<file path="config.mk">
export PLATFORM = sky130hd
export DESIGN_NAME = ts1_status_one
export DESIGN_NICKNAME = d
export VERILOG_FILES = /design/src/rtl/ts1_pkg.sv /design/src/rtl/ts1_freq_if.sv /design/src/rtl/ts1_status_one.sv /design/src/rtl/ts1_freq_check.sv
export VERILOG_INCLUDE_DIRS = /design/src /design/src/rtl
export SDC_FILE = /design/constraint.sdc
export NUM_CORES = 1
export LEC_CHECK = 0
export BUFFER_PORTS_ARGS = -buffer_cell sky130_fd_sc_hd__buf_2
export CORE_UTILIZATION = 47
export DETAILED_ROUTE_END_ITERATION = 12
export PLACE_DENSITY = 0.76
export SLEW_MARGIN = 40
export SYNTH_ARGS = -nofsm -noshare
export SYNTH_HDL_FRONTEND = slang
export SYNTH_SLANG_ARGS = --single-unit
</file>
<file path="constraint.sdc">
create_clock -name i_mclk -period 1.84 [get_ports i_mclk]
set_input_delay 0 -clock i_mclk [delete_from_list [all_inputs] [get_ports i_mclk]]
set_output_delay 0 -clock i_mclk [all_outputs]
set_load 0.01 [all_outputs]
</file>
<file path="src/rtl/ts1_params.svh">
/*
  Constants of the transceiver status block: offsets, bit positions,
  reset values and timing figures.
  Assumes inclusion by bare name from every file that needs them.
*/
`ifndef TS1_PARAMS_SVH
`define TS1_PARAMS_SVH
// Register indices, byte address is four times the index
`define TS1_IDX_STATUS_ONE 8'h07
`define TS1_IDX_THRESHOLD  8'h10
`define TS1_IDX_COMM_IEN   8'h11
`define TS1_IDX_MISC_IEN   8'h12
`define TS1_IDX_CONTROL    8'h13
`define TS1_IDX_ERROR      8'h14
`define TS1_IDX_EVT_STAT   8'h15
`define TS1_IDX_EVT_MASK   8'h16
// Status one bit positions
`define TS1_B_FREQ   7
`define TS1_B_CRCZ   6
`define TS1_B_CRCD   5
`define TS1_B_IRQ    4
`define TS1_B_TMR    3
`define TS1_B_FIELD  2
`define TS1_B_NFULL  1
`define TS1_B_NEMPTY 0
`define TS1_STATUS_RST 8'h42
// Control and error bits
`define TS1_B_RX_CRC_EN 0
`define TS1_B_CRC_FAIL  0
// Event bits
`define TS1_EV_FIELD 0
`define TS1_EV_CRCD  1
`define TS1_EV_NFULL 2
`define TS1_EV_FAIL  3
`define TS1_EV_W     4
`define TS1_FIFO_DEPTH 64
// Carrier window and limits
`define TS1_CLK_NS      20
`define TS1_FREQ_WIN_NS 20000
`define TS1_FREQ_LO_MHZ 12
`define TS1_FREQ_HI_MHZ 15
`endif

</file>
<file path="src/rtl/ts1_pkg.sv">
/*
  Types of the transceiver status block.
  Assumes ts1_params.svh for the numbers.
*/
`default_nettype none
package ts1_pkg;
  typedef enum logic [2:0] {
    TS1_CRC_IDLE = 3'b001,
    TS1_CRC_BUSY = 3'b010,
    TS1_CRC_DONE = 3'b100
  } ts1_crc_e;
  typedef struct packed {
    logic carrier_freq_in_range;
    logic checksum_result_zero;
    logic checksum_done;
    logic irq_pending;
    logic timer_active;
    logic field_present;
    logic fifo_nearly_full;
    logic fifo_nearly_empty;
  } ts1_status_s;
endpackage
`default_nettype wire

</file>
<file path="src/rtl/ts1_freq_if.sv">
/*
  Carrier measurement result passed from the frequency checker to the
  status block.
  Assumes both ends on the same clock.
*/
`default_nettype none
interface ts1_freq_if;
  logic measure_valid;
  logic in_range;
  modport src (output measure_valid, output in_range);
  modport dst (input  measure_valid, input  in_range);
endinterface
`default_nettype wire

</file>
<file path="src/rtl/ts1_status_one.sv">
/*
  Status register bank of a contactless transceiver with APB access,
  event interrupt and the carrier frequency checker.
  Assumes synchronous status inputs from the neighbouring units.
*/
// Local design decision: the APB interface to the registers.
// Contract
// - After reset: result-zero 1, done 0, irq 0, field 0, nearly-full 1.
// - Frequency flag is 1 when carrier lies strictly between 12 and 15 MHz.
// - Frequency flag is unspecified in the guard bands 9-12 and 15-19 MHz.
// - Result-zero flag is 1 when checksum result is zero.
// - Result-zero drops during a calculation, rises when it completes well.
// - Done flag sets when a compute-command calculation finishes.
// - Irq flag is 1 when any enabled interrupt source is active.
// - Timer flag is 1 while the timer unit runs.
// - Field flag follows live field detection, no latching.
// - Nearly-full is 1 when 64 minus fill count is at most threshold.
// - Nearly-empty is 1 when fill count is at most threshold.
// - Check-failed sets on receive checksum failure if enabled; clears at rx start.
`include "ts1_params.svh"
`default_nettype none
module ts1_status_one
  import ts1_pkg::*;
#(
  parameter int COMM_W = 7,
  parameter int MISC_W = 5,
  parameter int WIN_NS = `TS1_FREQ_WIN_NS
) (
  input  wire logic              i_mclk,
  input  wire logic              i_rst,
  input  wire logic              i_psel,
  input  wire logic              i_penable,
  input  wire logic              i_pwrite,
  input  wire logic [7:0]        i_paddr,
  input  wire logic [31:0]       i_pwdata,
  output logic                   o_pready,
  output logic [31:0]            o_prdata,
  output logic                   o_pslverr,
  input  wire logic              i_rx_carrier,
  input  wire logic              i_crc_start,
  input  wire logic              i_crc_compute_cmd,
  input  wire logic              i_crc_finish,
  input  wire logic              i_crc_residue_zero,
  input  wire logic [COMM_W-1:0] i_comm_irq_src,
  input  wire logic [MISC_W-1:0] i_misc_irq_src,
  input  wire logic              i_timer_enabled,
  input  wire logic              i_field_detect,
  input  wire logic [6:0]        i_fifo_fill_count,
  input  wire logic              i_rx_start,
  input  wire logic              i_rx_crc_fail,
  output logic [7:0]             o_status_one,
  output logic                   o_checksum_check_failed,
  output logic                   o_irq
);
  ////////////////////////////////////////////////////////////////////
  // Declarations
  ts1_freq_if freq ();

  ts1_status_s          st_q;
  ts1_crc_e             crc_q;
  ts1_crc_e             crc_d;
  logic                 crcz_q;
  logic [5:0]           thr_q;
  logic [COMM_W-1:0]    comm_ien_q;
  logic [MISC_W-1:0]    misc_ien_q;
  logic                 rx_crc_en_q;
  logic                 fail_q;
  logic [`TS1_EV_W-1:0] ev_stat_q;
  logic [`TS1_EV_W-1:0] ev_mask_q;
  logic [`TS1_EV_W-1:0] ev_set;
  logic [31:0]          prdata_q;
  logic                 pslverr_q;
  logic [31:0]          rd_mux;
  logic                 rd_hit;
  logic                 wr_en;
  logic [5:0]           idx;
  logic                 nfull_now;
  logic                 nempty_now;
  logic                 irq_now;

  ////////////////////////////////////////////////////////////////////
  // Carrier checker
  ts1_freq_check #(
    .WIN_NS (WIN_NS)
  ) u_freq (
    .i_mclk       (i_mclk),
    .i_rst        (i_rst),
    .i_rx_carrier (i_rx_carrier),
    .freq         (freq.src)
  );

  ////////////////////////////////////////////////////////////////////
  // Checksum co-processor tracking
  always_comb begin
    crc_d = crc_q;
    case (crc_q)
      TS1_CRC_IDLE,
      TS1_CRC_DONE: begin
        if (i_crc_start) begin
          crc_d = TS1_CRC_BUSY;
        end
      end
      TS1_CRC_BUSY: begin
        if (i_crc_finish) begin
          crc_d = i_crc_compute_cmd ? TS1_CRC_DONE : TS1_CRC_IDLE;
        end
      end
      default: crc_d = TS1_CRC_IDLE;
    endcase
  end

  always_ff @(posedge i_mclk) begin
    if (i_rst) begin
      crc_q <= TS1_CRC_IDLE;
    end else begin
      crc_q <= crc_d;
    end
  end

  // Zero while busy, result once finished
  always_ff @(posedge i_mclk) begin
    if (i_rst) begin
      crcz_q <= 1'(`TS1_STATUS_RST >> `TS1_B_CRCZ);
    end else if (crc_q == TS1_CRC_BUSY && i_crc_finish) begin
      crcz_q <= i_crc_residue_zero;
    end else if (crc_d == TS1_CRC_BUSY) begin
      crcz_q <= 1'b0;
    end
  end

  ////////////////////////////////////////////////////////////////////
  // Live flags
  assign nfull_now  = (7'(`TS1_FIFO_DEPTH) - i_fifo_fill_count) <= {1'b0, thr_q};
  assign nempty_now = i_fifo_fill_count <= {1'b0, thr_q};
  assign irq_now    = |(i_comm_irq_src & comm_ien_q) | |(i_misc_irq_src & misc_ien_q);

  always_ff @(posedge i_mclk) begin
    if (i_rst) begin
      st_q <= ts1_status_s'(`TS1_STATUS_RST);
    end else begin
      if (freq.measure_valid) begin
        st_q.carrier_freq_in_range <= freq.in_range;
      end
      st_q.checksum_result_zero <= crcz_q;
      st_q.checksum_done        <= (crc_q == TS1_CRC_DONE);
      st_q.irq_pending          <= irq_now;
      st_q.timer_active         <= i_timer_enabled;
      st_q.field_present        <= i_field_detect;
      st_q.fifo_nearly_full     <= nfull_now;
      st_q.fifo_nearly_empty    <= nempty_now;
    end
  end

  assign o_status_one = st_q;

  // Receive checksum failure, set wins over rx-start clear
  always_ff @(posedge i_mclk) begin
    if (i_rst) begin
      fail_q <= 1'b0;
    end else if (i_rx_crc_fail && rx_crc_en_q) begin
      fail_q <= 1'b1;
    end else if (i_rx_start) begin
      fail_q <= 1'b0;
    end
  end

  assign o_checksum_check_failed = fail_q;

  ////////////////////////////////////////////////////////////////////
  // APB slave, one wait-free access phase, data registered in setup
  assign idx   = i_paddr[7:2];
  assign wr_en = i_psel && i_penable && i_pwrite;

  always_comb begin
    rd_mux = '0;
    rd_hit = 1'b1;
    case (idx)
      6'(`TS1_IDX_STATUS_ONE): rd_mux[7:0]        = st_q;
      6'(`TS1_IDX_THRESHOLD):  rd_mux[5:0]        = thr_q;
      6'(`TS1_IDX_COMM_IEN):   rd_mux[COMM_W-1:0] = comm_ien_q;
      6'(`TS1_IDX_MISC_IEN):   rd_mux[MISC_W-1:0] = misc_ien_q;
      6'(`TS1_IDX_CONTROL):    rd_mux[`TS1_B_RX_CRC_EN] = rx_crc_en_q;
      6'(`TS1_IDX_ERROR):      rd_mux[`TS1_B_CRC_FAIL]  = fail_q;
      6'(`TS1_IDX_EVT_STAT):   rd_mux[`TS1_EV_W-1:0]    = ev_stat_q;
      6'(`TS1_IDX_EVT_MASK):   rd_mux[`TS1_EV_W-1:0]    = ev_mask_q;
      default:                 rd_hit = 1'b0;
    endcase
    if (i_paddr[1:0] != 2'h0) begin
      rd_hit = 1'b0;
    end
  end

  always_ff @(posedge i_mclk) begin
    if (i_rst) begin
      prdata_q  <= '0;
      pslverr_q <= 1'b0;
    end else if (i_psel && !i_penable) begin
      prdata_q  <= i_pwrite ? 32'h0 : rd_mux;
      pslverr_q <= !rd_hit;
    end
  end

  assign o_pready  = i_psel && i_penable;
  assign o_prdata  = (i_psel && i_penable) ? prdata_q : 32'h0;
  assign o_pslverr = (i_psel && i_penable) ? pslverr_q : 1'b0;

  // Writable configuration; status one has no write path
  always_ff @(posedge i_mclk) begin
    if (i_rst) begin
      thr_q       <= '0;
      comm_ien_q  <= '0;
      misc_ien_q  <= '0;
      rx_crc_en_q <= 1'b0;
      ev_mask_q   <= '0;
    end else if (wr_en && rd_hit) begin
      case (idx)
        6'(`TS1_IDX_THRESHOLD): thr_q      <= i_pwdata[5:0];
        6'(`TS1_IDX_COMM_IEN):  comm_ien_q <= i_pwdata[COMM_W-1:0];
        6'(`TS1_IDX_MISC_IEN):  misc_ien_q <= i_pwdata[MISC_W-1:0];
        6'(`TS1_IDX_CONTROL):   rx_crc_en_q <= i_pwdata[`TS1_B_RX_CRC_EN];
        6'(`TS1_IDX_EVT_MASK):  ev_mask_q  <= i_pwdata[`TS1_EV_W-1:0];
        default: ;
      endcase
    end
  end

  ////////////////////////////////////////////////////////////////////
  // Event interrupt, set wins over write-one-to-clear
  always_comb begin
    ev_set                = '0;
    ev_set[`TS1_EV_FIELD] = i_field_detect && !st_q.field_present;
    ev_set[`TS1_EV_CRCD]  = (crc_d == TS1_CRC_DONE) && (crc_q != TS1_CRC_DONE);
    ev_set[`TS1_EV_NFULL] = nfull_now && !st_q.fifo_nearly_full;
    ev_set[`TS1_EV_FAIL]  = i_rx_crc_fail && rx_crc_en_q;
  end

  always_ff @(posedge i_mclk) begin
    if (i_rst) begin
      ev_stat_q <= '0;
    end else if (wr_en && idx == 6'(`TS1_IDX_EVT_STAT) && i_paddr[1:0] == 2'h0) begin
      ev_stat_q <= (ev_stat_q & ~i_pwdata[`TS1_EV_W-1:0]) | ev_set;
    end else begin
      ev_stat_q <= ev_stat_q | ev_set;
    end
  end

  assign o_irq = |(ev_stat_q & ev_mask_q);
endmodule
`default_nettype wire

</file>
<file path="src/rtl/ts1_freq_check.sv">
/*
  Counts rising edges of the receive carrier over a fixed window and
  reports whether the frequency lies inside the accepted band.
  Assumes the carrier input is synchronous to i_mclk.
*/
`include "ts1_params.svh"
`default_nettype none
module ts1_freq_check
  import ts1_pkg::*;
#(
  parameter int WIN_NS = `TS1_FREQ_WIN_NS
) (
  input  wire logic i_mclk,
  input  wire logic i_rst,
  input  wire logic i_rx_carrier,
  ts1_freq_if.src   freq
);
  localparam int WIN_CYC = WIN_NS / `TS1_CLK_NS;
  localparam int LO_EDG  = `TS1_FREQ_LO_MHZ * WIN_NS / 1000;
  localparam int HI_EDG  = `TS1_FREQ_HI_MHZ * WIN_NS / 1000;
  localparam int CW      = $clog2(WIN_CYC + 1);

  logic [CW-1:0] win_q;
  logic [CW-1:0] edges_q;
  logic          prev_q;
  logic          win_end;
  logic          edge_now;
  logic [CW-1:0] edges_tot;

  assign win_end   = (win_q == CW'(WIN_CYC - 1));
  // Edge in the closing cycle still belongs to the window
  assign edge_now  = i_rx_carrier && !prev_q;
  assign edges_tot = edges_q + CW'(edge_now);

  always_ff @(posedge i_mclk) begin
    if (i_rst) begin
      win_q  <= '0;
      prev_q <= 1'b0;
    end else begin
      prev_q <= i_rx_carrier;
      win_q  <= win_end ? '0 : win_q + 1'b1;
    end
  end

  always_ff @(posedge i_mclk) begin
    if (i_rst || win_end) begin
      edges_q <= '0;
    end else if (edge_now) begin
      edges_q <= edges_q + 1'b1;
    end
  end

  // Strict band; inside the guard bands either answer is acceptable
  always_ff @(posedge i_mclk) begin
    if (i_rst) begin
      freq.measure_valid <= 1'b0;
      freq.in_range      <= 1'b0;
    end else begin
      freq.measure_valid <= win_end;
      if (win_end) begin
        freq.in_range <= (edges_tot > CW'(LO_EDG)) && (edges_tot < CW'(HI_EDG));
      end
    end
  end
endmodule
`default_nettype wire

</file>
==> results.py <==
metrics = {
    "setup_path": {
        "critical-path-max-stage-delay_ns": 0.35,
        "worstSetupEndpointType": "flip-flop",
        "crit_family": "compound AO/OA/AOI/OAI gates",
        "rr_worst_depth": 7,
        "worstSetupPathType": "flip-flop to flip-flop",
        "ff2ff_setup_slack_ns": 0.08,
        "crit_arrival_ns": 1.97,
        "critPathSlowestCell": "dfxtp_1",
        "critPathRequiredTime_ns": 2.05,
        "crit_buf_inv": 1,
        "crit_chain": "buf_4, ha_4, ha_4, or3_1, a32o_1, o211ai_1, o211ai_1",
        "crit_cells": 7,
        "cp-start-kind": "flip-flop",
        "cp_max_fo": 8,
    },
    "place": {
        "portBuffers": 67,
        "hpwl_mm": 7.24,
        "place_congestion": 0.863,
        "placed_area_mm2": 0.00455,
    },
    "route": {
        "firstDrtPassIters": 5,
        "drtIter0Drc": 325,
        "dr_total_vias": 3774,
        "ant_nets": 0,
        "remaining_drc_errors": 0,
        "viasPerCell": 5.53,
        "detail_route.wl_per_cell_um": 14.6,
        "drt_wl_total_mm": 10.0,
    },
    "synth": {
        "yosysWarningCount": 0,
        "syn_area_mm2": 0.00407,
        "synthCells": 472,
        "synth-edff-count": 0,
        "async_reset_ff_share_pct": 0,
        "synth_flop_cell": "dfxtp_1",
        "synth_seq_cells": 72,
        "ys_seq_area_share_pct": 35.4,
        "ys_types": 57,
        "syn_avg_cell_area_um2": 8.63,
    },
    "power": {
        "power_density_mw_per_mm2": 608,
        "ir_drop_v": 0.000428,
        "power_mw": 3.04,
        "p_leak_nw": 2.04,
    },
    "cells_and_area": {
        "final_area_mm2": 0.00500,
        "num-fill-cells": 711,
        "antenna_cells": 0,
        "area_growth_pct": 22.7,
        "fin_nets": 664,
        "drive_gt1_share_pct": 21.6,
    },
    "grt": {
        "grt_max_degree": 40,
        "grt_pass1_vias": 3499,
        "overflow": 0,
        "track_usage_pct": 23.4,
        "grt_first_pass_wirelength_mm": 16.5,
        "antenna_found_initial": 0,
    },
    "clock_network": {
        "cts.htree.levels": 3,
        "cts_max_path_buffers": 2,
        "cts_tree": "yes",
        "clk_pin_slew_worst_paths_ns": 0.07,
        "clockRootBuffer": "clkbuf_8",
        "cts_buffers": 9,
        "clock_latency_ns": 0.33,
        "post_cts_buffers": 0,
        "numClockSinks": 72,
    },
    "min_path": {
        "hold_depth": 3,
        "hp-class": "primary input to flip-flop",
    },
    "sta": {
        "period_needed_ns": 1.76,
        "finalSetupViolations": 0,
        "max_freq_ghz": 0.567,
        "timing.final.crit_share_pct": 95.8,
        "slew_violations": 0,
        "finalClockSkew_ns": 0.00506,
        "rsz0062_at_grt": "true",
        "finalHoldViolations": 0,
    },
    "die": {
        "die_area_mm2": 0.00904,
        "die_x_um": 95.1,
        "io_pins": 117,
        "core_area_mm2": 0.00830,
        "die_y_um": 95.1,
        "rows": 33,
        "initial_core_util_pct": 49.1,
    },
    "flow_run": {
        "maxCapViolCount": 0,
    },
    "outcome": {
        "outcome": "complete, no violations",
    },
}
-- worst register-to-register path: stages (launching register included) --
cell and delay, ns:
dfxtp_1 0.35, buf_4 0.16, ha_4 0.15, ha_4 0.18, or3_1 0.31, a32o_1 0.22
o211ai_1 0.16, o211ai_1 0.10
-- registers in the layout (all words and copies together) (netlist names), 3 cells and up --
name / cells
o_status_one: 8
ev_stat_q: 4
crc_q: 3
prdata_q: 8
thr_q: 6
u_freq.edges_q: 10
ev_mask_q: 4
u_freq.win_q: 10
misc_ien_q: 5
comm_ien_q: 7
-- layout make-up --
type	count	area (µm²)	share of cell area [%]
Multi-Input combinational cell	357	2430	48.6
Sequential cell	72	1440	28.9
Timing Repair Buffer	117	776	15.5
Clock buffer	11	131	2.63
Tap cell	105	131	2.63
Inverter	17	63.8	1.28
Clock inverter	4	22.5	0.450
-- power by group --
group          switching, mW  leakage, nW  internal, mW
logic                  0.212         1.37         0.180
clock network          0.562       0.0789         0.476
registers             0.0242        0.584          1.59
total                  0.799         2.04          2.24
-- logic make-up (layout without fill, tap and decap cells) --
logic type	Yosys count	count (layout)	synth area share [%]
AND/OR/NAND/NOR	186	186	25.6
flip-flops	72	72	35.4
AO/OA/AOI/OAI	76	76	12.8
adder cells (fa/ha/maj)	17	17	5.22
multiplexers	27	27	6.66
other	1	24	0.0920
XOR/XNOR	27	27	5.80
buffers and inverters	66	149	8.45
-- metal layers --
layer / up-vias / GRT usage, % / part of all wire (%) / wire length, µm
met3: 24 / 4.55 / 7.2 / 723
met4: 0 / 7.83 / 2.4 / 237
met1: 1768 / 31.6 / 46 / 4550
li1: 1827 / - / - / -
met2: 155 / 37.0 / 45 / 4490
met5: - / 0 / 0 / 0
-- metrics by stage --
step | setup slack, ns | hold WS (ns) | utilization, % | std cells | setup TNS [ns]
final | 0.0769 | 0.0172 | 60.2 | 683 | 0
after global routing | -0.00968 | 0.0423 | 60.2 | 683 | -0.00968
after CTS | 0.0175 | 0.00528 | 59.8 | 683 | 0
after detailed placement | 0.0361 | 0.214 | 54.8 | 642 | 0
after global placement | 0.0741 | 0.211 | 54.8 | 642 | 0
after floorplan | 0.0191 | 0.0785 | - | 495 | 0
-- final timing paths --
check                                            end               from
worst max-delay path            u_freq.freq.in_range  u_freq.edges_q[0]
worst min-delay path                    ev_stat_q[1]       i_crc_finish
worst min register to register       o_status_one[6]             crcz_q
worst max register to register  u_freq.freq.in_range  u_freq.edges_q[0]
-- cells in the mapped netlist, drive strengths merged, types with 2 or more instances --
| library cell | instances | area (µm²) |
|---|---|---|
| a21boi | 2 | 15.0 |
| a21o | 3 | 22.5 |
| a21oi | 15 | 75.1 |
| a221oi | 5 | 43.8 |
| a222oi | 2 | 20.0 |
| a22o | 4 | 35.0 |
| a22oi | 10 | 75.1 |
| a311oi | 2 | 17.5 |
| a31oi | 3 | 18.8 |
| a32o | 2 | 20.0 |
| and2 | 5 | 31.3 |
| and3 | 17 | 106 |
| and4 | 5 | 43.8 |
| buf | 29 | 205 |
| clkbuf | 20 | 75.1 |
| dfxtp | 72 | 1440 |
| ha | 17 | 213 |
| inv | 17 | 63.8 |
| mux2i | 26 | 260 |
| nand2 | 26 | 97.6 |
| nand2b | 7 | 43.8 |
| nand3 | 17 | 85.1 |
| nand4 | 10 | 62.6 |
| nor2 | 59 | 221 |
| nor2b | 10 | 62.6 |
| nor3 | 7 | 46.3 |
| nor3b | 4 | 41.3 |
| nor4b | 6 | 95.1 |
| o211ai | 5 | 37.5 |
| o21a | 3 | 22.5 |
| o21ai | 14 | 70.1 |
| or2 | 3 | 18.8 |
| or3 | 3 | 18.8 |
| xnor2 | 13 | 114 |
| xor2 | 14 | 123 |
-- timing repair --
action | 4_1_cts | 5_1_grt
hold buffers | 26 | 0
resized for setup | 0 | 9
endpoints found under the hold margin | 36 | 0
setup endpoints to repair | 0 | 2
-- layout by cell type (no fill, tap or decap), drive strengths merged, types with 10 or more instances in the layout --
master,instances
dfxtp,72
a21oi,15
conb,24
and3,17
nand3,17
a22oi,10
ha,17
nor2b,10
o21ai,14
clkbuf,11
inv,17
nand2,26
nor2,59
mux2i,26
xor2,14
buf,91
nand4,10
dlygate4sd3,26
xnor2,13
Note: power is estimated with default switching activity, not from simulation.
